File: src/rtl/clc_regs.svh
// Constants for the cache-line transaction issuer
// Operation
// - Twelve coherent transaction kinds are always exactly one cache line long.
// - Cache-line transactions use bursts of 1, 2, 4, 8 or 16 beats only.
// - Bytes per beat always equals the full data bus width.
// - Incrementing bursts start on a cache line boundary.
// - Wrapping bursts start on a beat boundary only.
// - Most kinds carry the inner or outer shareable domain.
// - Clean, invalidate and write-evict kinds never carry the system domain.
// - Barrier attribute always shows a normal access.
// - Nine kinds always use normal, never exclusive, access.
// - Read-clean, read-shared and clean-unique may use exclusive access.
// - Protection and quality-of-service values pass through unconstrained.
// - Full-line unique writes assert every strobe on every beat.
// - Dataless kinds still encode the full line in burst length.
// - Line size is at least 16 bytes and at least the bus width.
// - Line size is at most 2048 bytes and 16 beats of bus width.
`ifndef CLC_REGS_SVH
`define CLC_REGS_SVH

// Domain codes
`define CLC_DOM_NONSH 2'h0
`define CLC_DOM_INNER 2'h1
`define CLC_DOM_OUTER 2'h2
`define CLC_DOM_SYSTEM 2'h3

// Burst type codes
`define CLC_BURST_FIXED 2'h0
`define CLC_BURST_INCR 2'h1
`define CLC_BURST_WRAP 2'h2

// Fixed attributes
`define CLC_BAR_NORMAL 2'h0
`define CLC_CACHE_VAL 4'hF
`define CLC_CACHE_MOD_BIT 1
`define CLC_LOCK_NORMAL 1'h0

// Write snoop codes
`define CLC_SNP_WLU 4'h1
`define CLC_SNP_EVICT 4'h4
`define CLC_SNP_WEVICT 4'h5

// Read snoop codes
`define CLC_SNP_RCLEAN 4'h1
`define CLC_SNP_RNSD 4'h2
`define CLC_SNP_RSHARED 4'h3
`define CLC_SNP_RUNIQUE 4'h4
`define CLC_SNP_CUNIQUE 4'h5
`define CLC_SNP_MUNIQUE 4'h6
`define CLC_SNP_CSHARED 4'h7
`define CLC_SNP_CINVAL 4'h8
`define CLC_SNP_MINVAL 4'h9

// Line size limits
`define CLC_LINE_MIN 16
`define CLC_LINE_MAX 2048
`define CLC_BEATS_MAX 16

`endif

File: src/rtl/clc_pkg.sv
// Types for the cache-line transaction issuer
package clc_pkg;

    typedef enum logic [3:0] {
        CLC_OP_RCLEAN = 4'h0,
        CLC_OP_RNSD = 4'h1,
        CLC_OP_RSHARED = 4'h2,
        CLC_OP_RUNIQUE = 4'h3,
        CLC_OP_CUNIQUE = 4'h4,
        CLC_OP_MUNIQUE = 4'h5,
        CLC_OP_CSHARED = 4'h6,
        CLC_OP_CINVAL = 4'h7,
        CLC_OP_MINVAL = 4'h8,
        CLC_OP_WLU = 4'h9,
        CLC_OP_WEVICT = 4'hA,
        CLC_OP_EVICT = 4'hB
    } clc_op_e;

    typedef enum logic [1:0] {
        CLC_ST_IDLE = 2'h0,
        CLC_ST_ADDR = 2'h1,
        CLC_ST_DATA = 2'h3
    } clc_st_e;

    typedef struct packed {
        logic [3:0] snoop;
        logic [1:0] domain;
        logic lock;
        logic is_write;
        logic has_data;
    } clc_attr_s;

    typedef struct packed {
        logic [1:0] burst;
        logic [7:0] len;
        logic [2:0] size;
        logic lock;
        logic [3:0] cache;
        logic [2:0] prot;
        logic [3:0] qos;
        logic [1:0] domain;
        logic [1:0] bar;
        logic [3:0] snoop;
    } clc_chan_s;

endpackage

File: src/rtl/clc_master.sv
// Cache-line transaction issuer on the coherent address and write channels
`timescale 1ns/100ps
`include "clc_regs.svh"
module clc_master #(
    parameter int DATA_W = 64,
    parameter int ADDR_W = 32,
    parameter int LINE_BYTES = 64
) (
    // Clock and reset
    input wire logic core_clk,
    input wire logic nrst,
    input wire logic ce,
    // Request
    input wire logic req_valid,
    output logic req_ready,
    input wire clc_pkg::clc_op_e req_op,
    input wire logic [ADDR_W-1:0] req_addr,
    input wire logic [1:0] req_domain,
    input wire logic req_excl,
    input wire logic req_wrap,
    input wire logic [2:0] req_prot,
    input wire logic [3:0] req_qos,
    // Write data in
    input wire logic wd_valid,
    output logic wd_ready,
    input wire logic [DATA_W-1:0] wd_data,
    // Read address channel
    output logic arvalid,
    input wire logic arready,
    output logic [ADDR_W-1:0] araddr,
    output clc_pkg::clc_chan_s ar_chan,
    // Write address channel
    output logic awvalid,
    input wire logic awready,
    output logic [ADDR_W-1:0] awaddr,
    output clc_pkg::clc_chan_s aw_chan,
    // Write data channel
    output logic wvalid,
    input wire logic wready,
    output logic [DATA_W-1:0] wdata,
    output logic [DATA_W/8-1:0] wstrb,
    output logic wlast
);

    localparam int BUS_BYTES = DATA_W / 8;
    localparam int BEATS = LINE_BYTES / BUS_BYTES;
    localparam int LINE_OFF = $clog2(LINE_BYTES);
    localparam int BEAT_OFF = $clog2(BUS_BYTES);
    localparam logic [7:0] LEN = 8'(BEATS - 1);
    localparam logic [2:0] SIZE = 3'(BEAT_OFF);
    localparam logic [ADDR_W-1:0] LINE_MASK = ADDR_W'(LINE_BYTES - 1);
    localparam logic [ADDR_W-1:0] BEAT_MASK = ADDR_W'(BUS_BYTES - 1);

    typedef struct packed {
        clc_pkg::clc_st_e st;
        clc_pkg::clc_op_e op;
        logic [ADDR_W-1:0] addr;
        clc_pkg::clc_chan_s chan;
        logic is_write;
        logic has_data;
        logic arvalid;
        logic awvalid;
        logic wvalid;
        logic [DATA_W-1:0] wdata;
        logic [BUS_BYTES-1:0] wstrb;
        logic wlast;
        logic [7:0] ld_cnt;
        logic req_ready;
        logic wd_ready;
    } clc_state_s;

    clc_state_s s_r;
    clc_state_s s_nxt;
    clc_pkg::clc_attr_s attr;

    clc_attr u_attr (
        .op(req_op),
        .domain_in(req_domain),
        .excl_in(req_excl),
        .attr(attr)
    );

    always_comb begin
        s_nxt = s_r;
        case (s_r.st)
            clc_pkg::CLC_ST_IDLE: begin
                s_nxt.req_ready = 1'b1;
                if (req_valid && s_r.req_ready) begin
                    s_nxt.req_ready = 1'b0;
                    s_nxt.st = clc_pkg::CLC_ST_ADDR;
                    s_nxt.op = req_op;
                    s_nxt.is_write = attr.is_write;
                    s_nxt.has_data = attr.has_data;
                    // Single-beat lines cannot wrap
                    if (req_wrap && BEATS > 1) begin
                        s_nxt.chan.burst = `CLC_BURST_WRAP;
                        s_nxt.addr = req_addr & ~BEAT_MASK;
                    end else begin
                        s_nxt.chan.burst = `CLC_BURST_INCR;
                        s_nxt.addr = req_addr & ~LINE_MASK;
                    end
                    s_nxt.chan.len = LEN;
                    s_nxt.chan.size = SIZE;
                    s_nxt.chan.lock = attr.lock;
                    s_nxt.chan.cache = `CLC_CACHE_VAL;
                    s_nxt.chan.prot = req_prot;
                    s_nxt.chan.qos = req_qos;
                    s_nxt.chan.domain = attr.domain;
                    s_nxt.chan.bar = `CLC_BAR_NORMAL;
                    s_nxt.chan.snoop = attr.snoop;
                    s_nxt.arvalid = !attr.is_write;
                    s_nxt.awvalid = attr.is_write;
                    s_nxt.ld_cnt = 8'h00;
                end
            end
            clc_pkg::CLC_ST_ADDR: begin
                if ((s_r.arvalid && arready) || (s_r.awvalid && awready)) begin
                    s_nxt.arvalid = 1'b0;
                    s_nxt.awvalid = 1'b0;
                    if (s_r.has_data) begin
                        s_nxt.st = clc_pkg::CLC_ST_DATA;
                        s_nxt.wd_ready = 1'b1;
                    end else begin
                        s_nxt.st = clc_pkg::CLC_ST_IDLE;
                        s_nxt.req_ready = 1'b1;
                    end
                end
            end
            clc_pkg::CLC_ST_DATA: begin
                if (s_r.wvalid && wready) begin
                    s_nxt.wvalid = 1'b0;
                    if (s_r.wlast) begin
                        s_nxt.st = clc_pkg::CLC_ST_IDLE;
                        s_nxt.req_ready = 1'b1;
                        s_nxt.wlast = 1'b0;
                    end else begin
                        s_nxt.wd_ready = 1'b1;
                    end
                end
                if (wd_valid && s_r.wd_ready) begin
                    s_nxt.wd_ready = 1'b0;
                    s_nxt.wvalid = 1'b1;
                    s_nxt.wdata = wd_data;
                    s_nxt.wstrb = '1;
                    s_nxt.wlast = (s_r.ld_cnt == LEN);
                    s_nxt.ld_cnt = s_r.ld_cnt + 8'h01;
                end
            end
            default: begin
                s_nxt = '0;
            end
        endcase
    end

    always_ff @(posedge core_clk) begin
        if (!nrst) begin
            s_r <= '0;
        end else if (ce) begin
            s_r <= s_nxt;
        end
    end

    // Outputs straight from state
    assign req_ready = s_r.req_ready;
    assign wd_ready = s_r.wd_ready;
    assign arvalid = s_r.arvalid;
    assign araddr = s_r.addr;
    assign ar_chan = s_r.chan;
    assign awvalid = s_r.awvalid;
    assign awaddr = s_r.addr;
    assign aw_chan = s_r.chan;
    assign wvalid = s_r.wvalid;
    assign wdata = s_r.wdata;
    assign wstrb = s_r.wstrb;
    assign wlast = s_r.wlast;

    // Checks
    wire logic av = arvalid || awvalid;
    wire clc_pkg::clc_chan_s ch = arvalid ? ar_chan : aw_chan;
    wire logic [ADDR_W-1:0] ad = arvalid ? araddr : awaddr;
    wire logic relaxed = (s_r.op == clc_pkg::CLC_OP_CSHARED) ||
                         (s_r.op == clc_pkg::CLC_OP_CINVAL) ||
                         (s_r.op == clc_pkg::CLC_OP_MINVAL) ||
                         (s_r.op == clc_pkg::CLC_OP_WEVICT);
    wire logic excl_ok = (s_r.op == clc_pkg::CLC_OP_RCLEAN) ||
                         (s_r.op == clc_pkg::CLC_OP_RSHARED) ||
                         (s_r.op == clc_pkg::CLC_OP_CUNIQUE);

    // Burst length and size
    a_len_line: assert property (@(posedge core_clk) disable iff (!nrst)
        av |-> (ch.len == LEN) && (BEATS == 1 || BEATS == 2 || BEATS == 4 ||
                                   BEATS == 8 || BEATS == 16))
        else $error("burst length is not one whole line");

    a_len_pow2: assert property (@(posedge core_clk) disable iff (!nrst)
        av |-> ((ch.len + 8'h01) & ch.len) == 8'h00 && ch.len <= 8'h0F)
        else $error("burst length not 1, 2, 4, 8 or 16 beats");

    a_size_full: assert property (@(posedge core_clk) disable iff (!nrst)
        av |-> (8'd1 << ch.size) == 8'(BUS_BYTES))
        else $error("beat size narrower than bus");

    a_line_total: assert property (@(posedge core_clk) disable iff (!nrst)
        av |-> (int'(ch.len) + 1) * (1 << ch.size) == LINE_BYTES)
        else $error("transaction not one line in size");

    a_dataless_len: assert property (@(posedge core_clk) disable iff (!nrst)
        av && !s_r.has_data |-> (int'(ch.len) + 1) * (1 << ch.size) == LINE_BYTES)
        else $error("dataless kind does not encode a full line");

    // Address alignment and burst type
    a_incr_align: assert property (@(posedge core_clk) disable iff (!nrst)
        av && ch.burst == `CLC_BURST_INCR |-> (ad & LINE_MASK) == '0)
        else $error("incrementing burst not line aligned");

    a_wrap_align: assert property (@(posedge core_clk) disable iff (!nrst)
        av && ch.burst == `CLC_BURST_WRAP |-> (ad & BEAT_MASK) == '0 && BEATS > 1)
        else $error("wrapping burst not beat aligned");

    a_no_fixed: assert property (@(posedge core_clk) disable iff (!nrst)
        av |-> ch.burst != `CLC_BURST_FIXED)
        else $error("fixed burst issued");

    // Attributes
    a_dom_share: assert property (@(posedge core_clk) disable iff (!nrst)
        av && !relaxed |-> ch.domain == `CLC_DOM_INNER || ch.domain == `CLC_DOM_OUTER)
        else $error("domain not shareable");

    a_dom_nosys: assert property (@(posedge core_clk) disable iff (!nrst)
        av |-> ch.domain != `CLC_DOM_SYSTEM)
        else $error("system domain issued");

    a_dom_keep: assert property (@(posedge core_clk) disable iff (!nrst)
        ce && req_valid && req_ready &&
        (req_domain == `CLC_DOM_INNER || req_domain == `CLC_DOM_OUTER) |=>
        ch.domain == $past(req_domain))
        else $error("legal shareable domain altered");

    a_bar_cache: assert property (@(posedge core_clk) disable iff (!nrst)
        av |-> ch.bar == `CLC_BAR_NORMAL)
        else $error("barrier attribute set");

    a_cache_mod: assert property (@(posedge core_clk) disable iff (!nrst)
        av |-> ch.cache[`CLC_CACHE_MOD_BIT])
        else $error("access not modifiable");

    a_lock_normal: assert property (@(posedge core_clk) disable iff (!nrst)
        av && !excl_ok |-> ch.lock == `CLC_LOCK_NORMAL)
        else $error("exclusive on forbidden kind");

    a_excl_kept: assert property (@(posedge core_clk) disable iff (!nrst)
        ce && req_valid && req_ready && (req_op == clc_pkg::CLC_OP_RCLEAN) |=>
        arvalid && ar_chan.lock == $past(req_excl))
        else $error("exclusive request lost");

    a_excl_shared: assert property (@(posedge core_clk) disable iff (!nrst)
        ce && req_valid && req_ready &&
        (req_op == clc_pkg::CLC_OP_RSHARED || req_op == clc_pkg::CLC_OP_CUNIQUE) |=>
        ch.lock == $past(req_excl))
        else $error("exclusive wish lost");

    a_prot_pass: assert property (@(posedge core_clk) disable iff (!nrst)
        ce && req_valid && req_ready |=> ch.prot == $past(req_prot) && ch.qos == $past(req_qos))
        else $error("prot or qos altered");

    // Write data
    a_strb_full: assert property (@(posedge core_clk) disable iff (!nrst)
        wvalid |-> &wstrb)
        else $error("partial write strobe");

    a_w_kind: assert property (@(posedge core_clk) disable iff (!nrst)
        wvalid |-> s_r.op == clc_pkg::CLC_OP_WLU || s_r.op == clc_pkg::CLC_OP_WEVICT)
        else $error("write beat for a kind without data");

    a_w_hold: assert property (@(posedge core_clk) disable iff (!nrst)
        wvalid && !wready |=> wvalid && $stable(wdata) && $stable(wlast))
        else $error("write beat changed before taken");

    a_wlast_end: assert property (@(posedge core_clk) disable iff (!nrst)
        wvalid && wlast |-> s_r.ld_cnt == 8'(BEATS))
        else $error("last beat not at end of line");

    a_wlast_early: assert property (@(posedge core_clk) disable iff (!nrst)
        wvalid && !wlast |-> s_r.ld_cnt < 8'(BEATS))
        else $error("line runs past its last beat");

    // Handshakes and sizing
    a_addr_hold: assert property (@(posedge core_clk) disable iff (!nrst)
        av && !(arvalid ? arready : awready) |=> av && $stable(ad) && $stable(ch.len))
        else $error("address request dropped before taken");

    a_one_chan: assert property (@(posedge core_clk) disable iff (!nrst)
        !(arvalid && awvalid))
        else $error("both address channels valid");

    a_rd_chan: assert property (@(posedge core_clk) disable iff (!nrst)
        arvalid |-> s_r.op <= clc_pkg::CLC_OP_MINVAL)
        else $error("write kind on read address channel");

    a_wr_chan: assert property (@(posedge core_clk) disable iff (!nrst)
        awvalid |-> s_r.op >= clc_pkg::CLC_OP_WLU)
        else $error("read kind on write address channel");

    a_busy_ready: assert property (@(posedge core_clk) disable iff (!nrst)
        arvalid || awvalid || wvalid || wd_ready |-> !req_ready)
        else $error("new request accepted while busy");

    a_ans_next: assert property (@(posedge core_clk) disable iff (!nrst)
        ce && req_valid && req_ready |=> arvalid || awvalid)
        else $error("taken request not issued next cycle");

    a_line_bounds: assert property (@(posedge core_clk)
        LINE_BYTES >= `CLC_LINE_MIN && LINE_BYTES >= BUS_BYTES &&
        LINE_BYTES <= `CLC_LINE_MAX && LINE_BYTES <= `CLC_BEATS_MAX * BUS_BYTES)
        else $error("line size out of range");

endmodule

File: src/rtl/clc_attr.sv
// Per-kind attribute decode and legalisation
`timescale 1ns/100ps
`include "clc_regs.svh"
module clc_attr (
    // Request
    input wire clc_pkg::clc_op_e op,
    input wire logic [1:0] domain_in,
    input wire logic excl_in,
    // Decoded attributes
    output clc_pkg::clc_attr_s attr
);

    function automatic logic f_relaxed_dom(input clc_pkg::clc_op_e o);
        f_relaxed_dom = (o == clc_pkg::CLC_OP_CSHARED) || (o == clc_pkg::CLC_OP_CINVAL) ||
                        (o == clc_pkg::CLC_OP_MINVAL) || (o == clc_pkg::CLC_OP_WEVICT);
    endfunction

    function automatic logic f_excl_ok(input clc_pkg::clc_op_e o);
        f_excl_ok = (o == clc_pkg::CLC_OP_RCLEAN) || (o == clc_pkg::CLC_OP_RSHARED) ||
                    (o == clc_pkg::CLC_OP_CUNIQUE);
    endfunction

    function automatic logic [3:0] f_snoop(input clc_pkg::clc_op_e o);
        case (o)
            clc_pkg::CLC_OP_RCLEAN: f_snoop = `CLC_SNP_RCLEAN;
            clc_pkg::CLC_OP_RNSD: f_snoop = `CLC_SNP_RNSD;
            clc_pkg::CLC_OP_RSHARED: f_snoop = `CLC_SNP_RSHARED;
            clc_pkg::CLC_OP_RUNIQUE: f_snoop = `CLC_SNP_RUNIQUE;
            clc_pkg::CLC_OP_CUNIQUE: f_snoop = `CLC_SNP_CUNIQUE;
            clc_pkg::CLC_OP_MUNIQUE: f_snoop = `CLC_SNP_MUNIQUE;
            clc_pkg::CLC_OP_CSHARED: f_snoop = `CLC_SNP_CSHARED;
            clc_pkg::CLC_OP_CINVAL: f_snoop = `CLC_SNP_CINVAL;
            clc_pkg::CLC_OP_MINVAL: f_snoop = `CLC_SNP_MINVAL;
            clc_pkg::CLC_OP_WLU: f_snoop = `CLC_SNP_WLU;
            clc_pkg::CLC_OP_WEVICT: f_snoop = `CLC_SNP_WEVICT;
            default: f_snoop = `CLC_SNP_EVICT;
        endcase
    endfunction

    always_comb begin
        attr.snoop = f_snoop(op);
        attr.is_write = (op == clc_pkg::CLC_OP_WLU) || (op == clc_pkg::CLC_OP_WEVICT) ||
                        (op == clc_pkg::CLC_OP_EVICT);
        attr.has_data = (op == clc_pkg::CLC_OP_WLU) || (op == clc_pkg::CLC_OP_WEVICT);
        // Relaxed kinds: system domain becomes outer
        if (f_relaxed_dom(op)) begin
            attr.domain = (domain_in == `CLC_DOM_SYSTEM) ? `CLC_DOM_OUTER : domain_in;
        end else if (domain_in == `CLC_DOM_INNER || domain_in == `CLC_DOM_OUTER) begin
            attr.domain = domain_in;
        end else begin
            attr.domain = `CLC_DOM_INNER;
        end
        // Exclusive only where permitted
        attr.lock = f_excl_ok(op) ? excl_in : `CLC_LOCK_NORMAL;
    end

endmodule

File: config.mk
export PLATFORM = sky130hd
export DESIGN_NAME = clc_master
export DESIGN_NICKNAME = d
export VERILOG_FILES = /design/src/rtl/clc_pkg.sv /design/src/rtl/clc_master.sv /design/src/rtl/clc_attr.sv
export VERILOG_INCLUDE_DIRS = /design/src /design/src/rtl
export SDC_FILE = /design/constraint.sdc
export NUM_CORES = 1
export LEC_CHECK = 0
export ABC_AREA = 1
export BUFFER_PORTS_ARGS = -buffer_cell sky130_fd_sc_hd__buf_2
export CAP_MARGIN = 20
export CORE_AREA = 2 2 127 129
export CTS_CLUSTER_SIZE = 30
export DETAILED_ROUTE_END_ITERATION = 6
export DIE_AREA = 0 0 129 131
export PLACE_DENSITY = 0.78
export SETUP_SLACK_MARGIN = 0.5
export SLEW_MARGIN = 10
export SYNTH_ARGS = -nofsm -noshare
export SYNTH_HDL_FRONTEND = slang
export SYNTH_SLANG_ARGS = --single-unit
File: constraint.sdc
create_clock -name core_clk -period 1.5 [get_ports core_clk]
set_clock_uncertainty 0.05 [all_clocks]
set_input_delay 0.3 -clock core_clk [delete_from_list [all_inputs] [get_ports core_clk]]
set_output_delay 0.3 -clock core_clk [all_outputs]
set_load 0.02 [all_outputs]
---- Word-level counts from Yosys, hierarchy flattened ----
Memories as Yosys holds them, arrays and structs flattened.
Index checks and enable logic that the tools add are counted.
word-level totals
  flip-flop bits (word level) ............. 154
  memory bits (read-only) ................. 64
  bits of input ports ..................... 119
  output and inout bits ................... 208
  logic and storage cells ................. 107
  memories ................................ 1
cells by class
  add/sub/neg operators ................... 1
  equal/unequal tests ..................... 23
  multiplexer cells ....................... 28
  bitwise operators ....................... 5
  reduce and logical (&&, ||, !) cells .... 27
memories
  memory            depth  width  rd ports  clocked after memory_dff  wr ports  RTL line        source
  (name not given)  16     4      1         0                         0         clc_attr.sv:24  case (o)
operators with widths
  cell                   number
  $pmux W74 S2           1
  $pmux W67 S2           1
  $mux W82               1
  $mux W75               1
  $pmux W8 S3            1
  $mux W2                10
  $eq A4 B4 Y1 const B   4
  $ne A2 B2 Y1 const B   7
  $eq A4 B3 Y1 const B   3
  $pmux W2 S3            2
  $reduce_and A5 Y1      2
  $logic_or A1 B1 Y1     9
  $mux W9                1
  $reduce_and A3 Y1      3
  $add A8 B1 Y8 const B  1
  $eq A8 B3 Y1 const B   1
  $mux W8                1
  $reduce_and A4 Y1      2
  $mux W1                7
  $eq A2 B2 Y1 const B   3
  $ne A3 B3 Y1 const B   2
  $pmux W1 S3            2
  $reduce_and A6 Y1      1
  $logic_and A1 B1 Y1    5
  7 further kinds        13

---- Depth between registers and ports, before layout ----
Gate-level depths: netlist of the first run.
  depth in word-level cells ............... 7
  depth in mapped cells ................... 12
  gate-level depth less buffers ........... 10

---- Cells and area by module ----
A second synthesis of the first run with hierarchy kept.
unflattened totals
  cells, all modules ...................... 897
  area, all modules ....................... 6,856.6 um^2
by module, submodules not included
  module      instances  cells each  area an instance (um^2)
  clc_master  1          860         6,655.1
  clc_attr    1          37          201.4

---- Worst setup path after synthesis of the first run ----
OpenSTA, ideal clock, no wires.
  kind .................................... reg-to-reg
  start point ............................. reg s_r[157] in the netlist's numbering
  end point ............................... reg s_r (netlist bit ar_chan[10])
  library setup time ...................... 0.112 ns
  arrival ................................. 1.440 ns
  required time ........................... 1.338 ns
  slack ................................... -0.102 ns
  cell stages (with the launch flop) ...... 13
  buffers on the path ..................... 2
  clock period less this slack ............ 1.602 ns
  cells stage by stage .................... dfxtp_1 -> inv_1 -> ha_1 -> nand2_1 -> nand2_2 -> inv_2 -> nand2_2 -> nand2_1 -> inv_2 -> buf_4 -> buf_6 -> nand2_1 -> nand2_1
between the ends
  word-level cells in the longest chain between the ends .. 4
RTL lines
  element                                       RTL line           source
  start, declared                               clc_master.sv:72   clc_state_s s_r;
  start signal, assigned                        clc_master.sv:159  s_r <= s_nxt;
  $eq A2 B2 Y1 or $eq A2 B1 Y1 (tied branches)  clc_master.sv:85   case (s_r.st)
  $reduce_or A2 Y1 (no source line)             -
  $not A1 Y1 (no source line)                   -
  $reduce_and A3 Y1 (no source line)            -
Parallel ways exist; a longest one is shown, timed or not.
A chain may end at the register's enable or synchronous reset.

---- Worst setup path after layout of the first run ----
  start point ............................. reg s_r[157] in the netlist's numbering
  end point ............................... reg s_r (netlist bit wdata[37])
between the ends
  word-level cells in the longest chain between the ends .. 4
RTL lines
  element                                           RTL line
  $eq A2 B1 Y1 or $logic_not A2 Y1 (tied branches)  clc_master.sv:85
  $reduce_or A2 Y1 (no source line)                 -
  $not A1 Y1 (no source line)                       -
  $reduce_and A3 Y1 (no source line)                -
Parallel ways exist; a longest one is shown, timed or not.

==> results of run 1 <==
## flip-flops by register name (all words and copies together), names as in the netlist
signal,count
wdata,64
araddr,29
ar_chan,17
s_r,11
arvalid,1
awvalid,1
req_ready,1
wd_ready,1
wlast,1
wstrb,1
wvalid,1
## cell families (layout without fill, tap and decap cells)
| logic type | count (synthesis) | after routing | synth area share (%) |
|---|---|---|---|
| fa+ha+maj | 9 | 9 | 1.76 |
| buf+inv | 262 | 412 | 28.8 |
| xor+xnor | 1 | 1 | 0.137 |
| flops | 128 | 128 | 40.1 |
| simple gates | 359 | 359 | 21.7 |
| other cells | 1 | 22 | 0.0586 |
| compound gates | 94 | 94 | 7.49 |
## area by class of cell
| type | count | area share [%] |
|---|---|---|
| repair buffers | 352 | 27.6 |
| well taps | 216 | 3.41 |
| clock inverters | 11 | 1.33 |
| flip-flops and latches | 128 | 32.6 |
| clock buffers | 21 | 5.94 |
| inverters | 28 | 1.52 |
| multi-input cells | 485 | 27.7 |
## tightest hold or removal path: stages
cell and delay [ns]:
buf_2 0.07, nand2_1 0.04, nand2_1 0.05
## through the flow
stage / utilization, % / setup slack (ns) / area [um2] / total power, mW / setup TNS [ns]
floorplan: - / 0.0702 / 6550 / 6.08 / 0
global placement: 44.5 / -0.0453 / 6940 / 6.42 / -1.83
detailed placement: 44.5 / -0.0917 / 6940 / 6.46 / -3.64
CTS: 50.4 / -0.0313 / 7860 / 10.8 / -1.03
global route: 50.8 / -0.161 / 7930 / 11.3 / -12.57
finish: 50.8 / -0.0444 / 7930 / 10.8 / -1.33
## worst min-delay path by stage
stage / end / cells after the start / slack (ns) / startpoint
finish: araddr[23] / 3 / 0.02 / req_addr[23]
global route: araddr[18] / 3 / 0.02 / req_addr[18]
CTS: ar_chan[10] / 3 / 0.007 / req_qos[2]
detailed placement: ar_chan[8] / 2 / 0.40 / ar_chan[8]
global placement: araddr[18] / 2 / 0.39 / araddr[18]
floorplan: ar_chan[31] / 1 / 0.35 / req_wrap
## power breakdown
group | switching (mW) | total [mW] | internal, mW
registers | 0.211 | 3.86 | 3.64
logic | 1.72 | 2.95 | 1.23
clock network | 1.53 | 3.95 | 2.42
## layer usage
layer	vias up	part of all wire, %	wire length, um	global-route usage [%]
li1	2760	-	-	-
met3	14	4.5	717	3.95
met4	0	1.4	218	6.20
met2	156	50	7940	29.0
met1	2461	44	6900	21.7
met5	-	0	0	0
## cells in the mapped netlist
master	instances
a21boi_0	1
a21oi_1	75
a22oi_1	1
a31oi_1	1
buf_1	2
buf_2	9
buf_4	209
buf_6	8
clkbuf_1	6
clkinv_1	1
conb_1	1
dfxtp_1	128
ha_1	9
inv_1	23
inv_2	4
nand2_1	298
nand2_2	2
nand3_1	19
nand4_1	1
nor2_1	31
nor2_2	2
nor3_1	6
o211ai_1	1
o21ai_0	13
o21ai_1	2
xnor2_1	1
## timing repair
action	CTS	global route
cloned	5	1
setup endpoints to repair	314	314
buffers inserted	7	0
pin swaps	10	1
resized for setup	56	20
hold endpoints to repair	0	0
==> results.toml, run 1 <==
[critical_path]
end_kind = "flip-flop"
cp.arrival_ns = 1.78
cp-startpoint = "s_r[157]"
cp_slowest_cell = "dfxtp_4"
worstPathCellList = "ha_2 > nand2_2 > nand2_2 > inv_2 > nand3_4 > buf_4 > buf_16 > nand2_1 > a21oi_1"
cpMostUsedCell = "nand2_2"
cpLargestDelayFamily = "buffers and inverters"
rr_endpoint = "wdata[37]"
max_stage_delay_ns = 0.36
cp.required_ns = 1.74
ff2ff_setup_slack_ns = -0.04
r2r_start = "s_r[157]"
reg2reg_depth = 9
path_depth = 9
critPathCapture = "wdata[37]"
worst-path-max-fanout = 25
crit_type = "flip-flop to flip-flop"
crit_path_start_kind = "flip-flop"
cp_num_buf_inv = 3

[finish]
nets = 1140
instances_no_fill = 1241
area_growth_pct = 23.9
antenna_cells = 0
n_fill_cell = 1510
multi_input_area_um2 = 2190
regArea_um2 = 2580
final_cell_mix = "290 x nand2_1, 274 x buf_2, 121 x dfxtp_1"
final_common_cell = "nand2_1"
drive_gt1_share_pct = 41.3

[clock_tree]
clockBufferDepth = 2
clkSlewWorstSetupHoldPaths_ns = 0.06
cts.sinks = 128
hold_buffers = 0
root_buffer = "clkbuf_16"
insertion_delay_ns = 0.41
h-tree-depth = 4
cts_tree = "yes"
cts_buffers = 17

[die]
die_h_um = 131
initial_core_util_pct = 41.0
core_area_um2 = 15600
std_cell_rows = 46
die-area_um2 = 16900
ioPinCount = 327
die_w_um = 129

[logic_synthesis]
synth_cell_types = 26
yosysWarningCount = 0
synth_seq_cells = 128
synthCells = 854
yosysTopAreaCell = "dfxtp_1"
yosys-top-cells-area = "dfxtp_1 40%, buf_4 25%, nand2_1 17%"
syn_area_per_cell_um2 = 7.49
ys_seq_area_share_pct = 40.1
synth_top_cell_area_share_pct = 40.1
syn_area_um2 = 6400

[placed_design]
portBuffers = 301
dp_cells = 1196
gp_congestion = 0.856
hpwl_um = 11100

[outcome]
violations = "negative setup slack"
status = "finished with violations"

[timing]
period_share_pct = 103
finalHoldViolations = 0
slew_viol_final = 0
final-setup-viol-count = 57
rsz0062_at_grt = "true"
hold_slack_ns = 0.0233
period_needed_ns = 1.54
max_freq_mhz = 648
setup_slack_ns = -0.0444

[detailed_routing]
drt-initial-drc-count = 284
wire_per_inst_um = 12.7
viasPerCell = 4.34
drcViolationCount = 0
drt_pass1_iterations = 4
vias = 5391
ant_nets = 0
drt_wl_total_um = 15800

[global_routing]
grt_antenna_before_repair = 0
gr-total-overflow = 0
grt_max_degree = 68
grt_pass1_wl_um = 22700
grt_pass1_vias = 4586
grt_use_total_pct = 17.2

[run]
cap_violations = 0

[worst_hold_path]
hold_class = "input pin to flip-flop"

[power]
power_leakage_nw = 4.08
irDropWorstVdd_mv = 0.753
powerDensity_nw_per_um2 = 1360
(Power assumes the default switching activity.)
==> inputs of run 2 (changes only) <==
--- a/config.mk
+++ b/config.mk
@@ -13,6 +13,7 @@
 export CTS_CLUSTER_SIZE = 30
 export DETAILED_ROUTE_END_ITERATION = 6
 export DIE_AREA = 0 0 129 131
+export HOLD_SLACK_MARGIN = 0.1
 export PLACE_DENSITY = 0.78
 export SETUP_SLACK_MARGIN = 0.5
 export SLEW_MARGIN = 10
==> run 2 against run 1 <==
  * The run still ends with negative setup slack left
  * Flip-flop and latch count is the same
  * Maximum frequency shrank 3.0%
  * Critical path depth did not move
  * Cell count increased by 9.4%
  * Worst hold slack better by 0.094 ns
  * Utilization up 11 points
  * Critical endpoint is now wdata[51]
  * Largest power group unchanged
==> results.toml, run 2 (synthesized netlist as in run 1, its figures left out) <==
[finish]
area_growth_pct = 50.2
largest_register_ffs = 64
antenna_cells = 0
instances_no_fill = 1358
final_common_cell = "nand2_1"
drive_gt1_share_pct = 41.8
nets = 1257
n_fill_cell = 1225
multi_input_area_um2 = 2350
final_cell_mix = "279 x nand2_1, 239 x buf_2, 110 x dfxtp_1"
regArea_um2 = 2620

[critical_path]
worst-path-max-fanout = 13
cp_slowest_cell = "dfxtp_4"
end_kind = "flip-flop"
worstPathCellList = "inv_4 > ha_4 > inv_4 > nand2_4 > inv_4 > nand3_4 > bufbuf_16 > nand2_1 > a21oi_1"
cpLargestDelayFamily = "buffers and inverters"
max_stage_delay_ns = 0.38
cpMostUsedCell = "inv_4"
cp.arrival_ns = 1.83
cp_num_buf_inv = 4
crit_path_start_kind = "flip-flop"
crit_type = "flip-flop to flip-flop"
cp.required_ns = 1.74

[global_routing]
grt_use_total_pct = 20.2
use_met1_pct = 23.1
busiest_layer = "met2"
use_met2_pct = 36.0
grt_pass1_wl_um = 26600
grt_util_met3_pct = 4.52
gr-total-overflow = 0
grt_antenna_before_repair = 0
grt_max_degree = 68
grt_pass1_vias = 5490

[timing]
setup_slack_ns = -0.0919
period_needed_ns = 1.59
finalHoldViolations = 0
period_share_pct = 106
final-setup-viol-count = 90
slew_viol_final = 0
max_freq_mhz = 628
rsz0062_at_grt = "true"

[die]
std_cell_rows = 46
initial_core_util_pct = 41.0
ioPinCount = 327
die_w_um = 129
die_h_um = 131
die-area_um2 = 16900
core_area_um2 = 15600

[outcome]
violations = "negative setup slack"
status = "finished with violations"

[detailed_routing]
drcViolationCount = 0
wire_per_inst_um = 15.1
viasPerCell = 4.63
drt_wl_total_um = 20500
drt_pass1_iterations = 5
vias = 6292
drt-initial-drc-count = 313
ant_nets = 0

[power]
power_leakage_nw = 4.70
power_frac_clock_pct = 33.9
intPower_mw = 7.92
p_seq_share_pct = 32.9
swShare_pct = 32.7
switchingPower_mw = 3.85
irDropWorstVdd_mv = 0.804
power_frac_comb_pct = 33.2
p_total_mw = 11.8
powerDensity_nw_per_um2 = 1220

[placed_design]
hpwl_um = 11100
gp_congestion = 0.856
dp_cells = 1196
portBuffers = 301
dp_slack_ns = -0.0917

[clock_tree]
cts.sinks = 128
clkSlewWorstSetupHoldPaths_ns = 0.06
h-tree-depth = 4
root_buffer = "clkbuf_16"
cts_tree = "yes"
insertion_delay_ns = 0.41
cts_buffers = 17
clockBufferDepth = 2

[worst_hold_path]
hold_class = "input pin to flip-flop"

[run]
cap_violations = 0
[run 2: cell types whose count changed in the layout (fill, tap and decap cells not counted), moves of 5 or more]
cell / previous run / this run
buf_6: 8 / 57
dfxtp_4: 4 / 13
a21oi_1: 72 / 67
nand2_4: 1 / 8
dfxtp_1: 121 / 110
a21oi_2: 2 / 7
buf_2: 274 / 239
dlygate4sd3_1: 0 / 100
nand2_1: 290 / 279
[run 2: timing repair]
| item | CTS | global route |
|---|---|---|
| hold buffers | 100 | 0 |
| pin swaps | 10 | 17 |
| gates cloned | 5 | 7 |
| buffers inserted | 7 | 11 |
| hold endpoints to repair | 101 | 0 |
| setup endpoints to repair | 314 | 314 |
| resized for setup | 56 | 174 |
[run 2: final timing paths]
| kind | from | cells after the start | slack [ns] | to |
|---|---|---|---|---|
| worst max-delay path | s_r[158] | 9 | -0.09 | wdata[51] |
| worst min-delay path | req_domain[1] | 3 | 0.12 | ar_chan[7] |
| worst max register to register | s_r[158] | 9 | -0.09 | wdata[51] |
| worst min register to register | araddr[16] | 2 | 0.40 | araddr[16] |
[run 2: layout make-up]
cell class              count  area share (%)
repair buffers            469            38.1
flip-flops and latches    128            27.2
multi-input cells         485            24.5
clock buffers              21            4.90
well taps                 216            2.81
inverters                  28            1.38
clock inverters            11            1.09
[run 2: worst min-delay path: cells and delay by family]
kind / cells / cell delay [ns]
buffers and inverters: 1 / 0.10
AO/OA/AOI/OAI: 1 / 0.06
AND/OR/NAND/NOR: 1 / 0.08
[run 2: metal layers]
layer	wire, um	up-vias
met5	0	-
met1	8070	2937
met4	714	0
met2	10800	282
met3	997	67
li1	-	3006
[run 2: per-stage QoR]
step                      instance area, um2  hold WS, ns  utilization, %  setup TNS (ns)
after floorplan                         6550        0.350               -               0
after global placement                  6940        0.391            44.5           -1.83
after detailed placement                6940        0.397            44.5           -3.64
after CTS                               8860        0.100            56.8           -1.03
after global routing                    9610        0.129            61.6          -11.42
final                                   9610        0.117            61.6           -2.95
[run 2: power groups by stage]
stage / clock network [mW] / logic (mW) / registers [mW]
6_report: 3.99 / 3.90 / 3.87
5_1_grt: 4.24 / 4.13 / 3.90
4_1_cts: 4.06 / 3.10 / 3.85
3_5_place_dp: 0 / 2.56 / 3.90
3_3_place_gp: 0 / 2.53 / 3.89
2_1_floorplan: 0 / 2.18 / 3.90
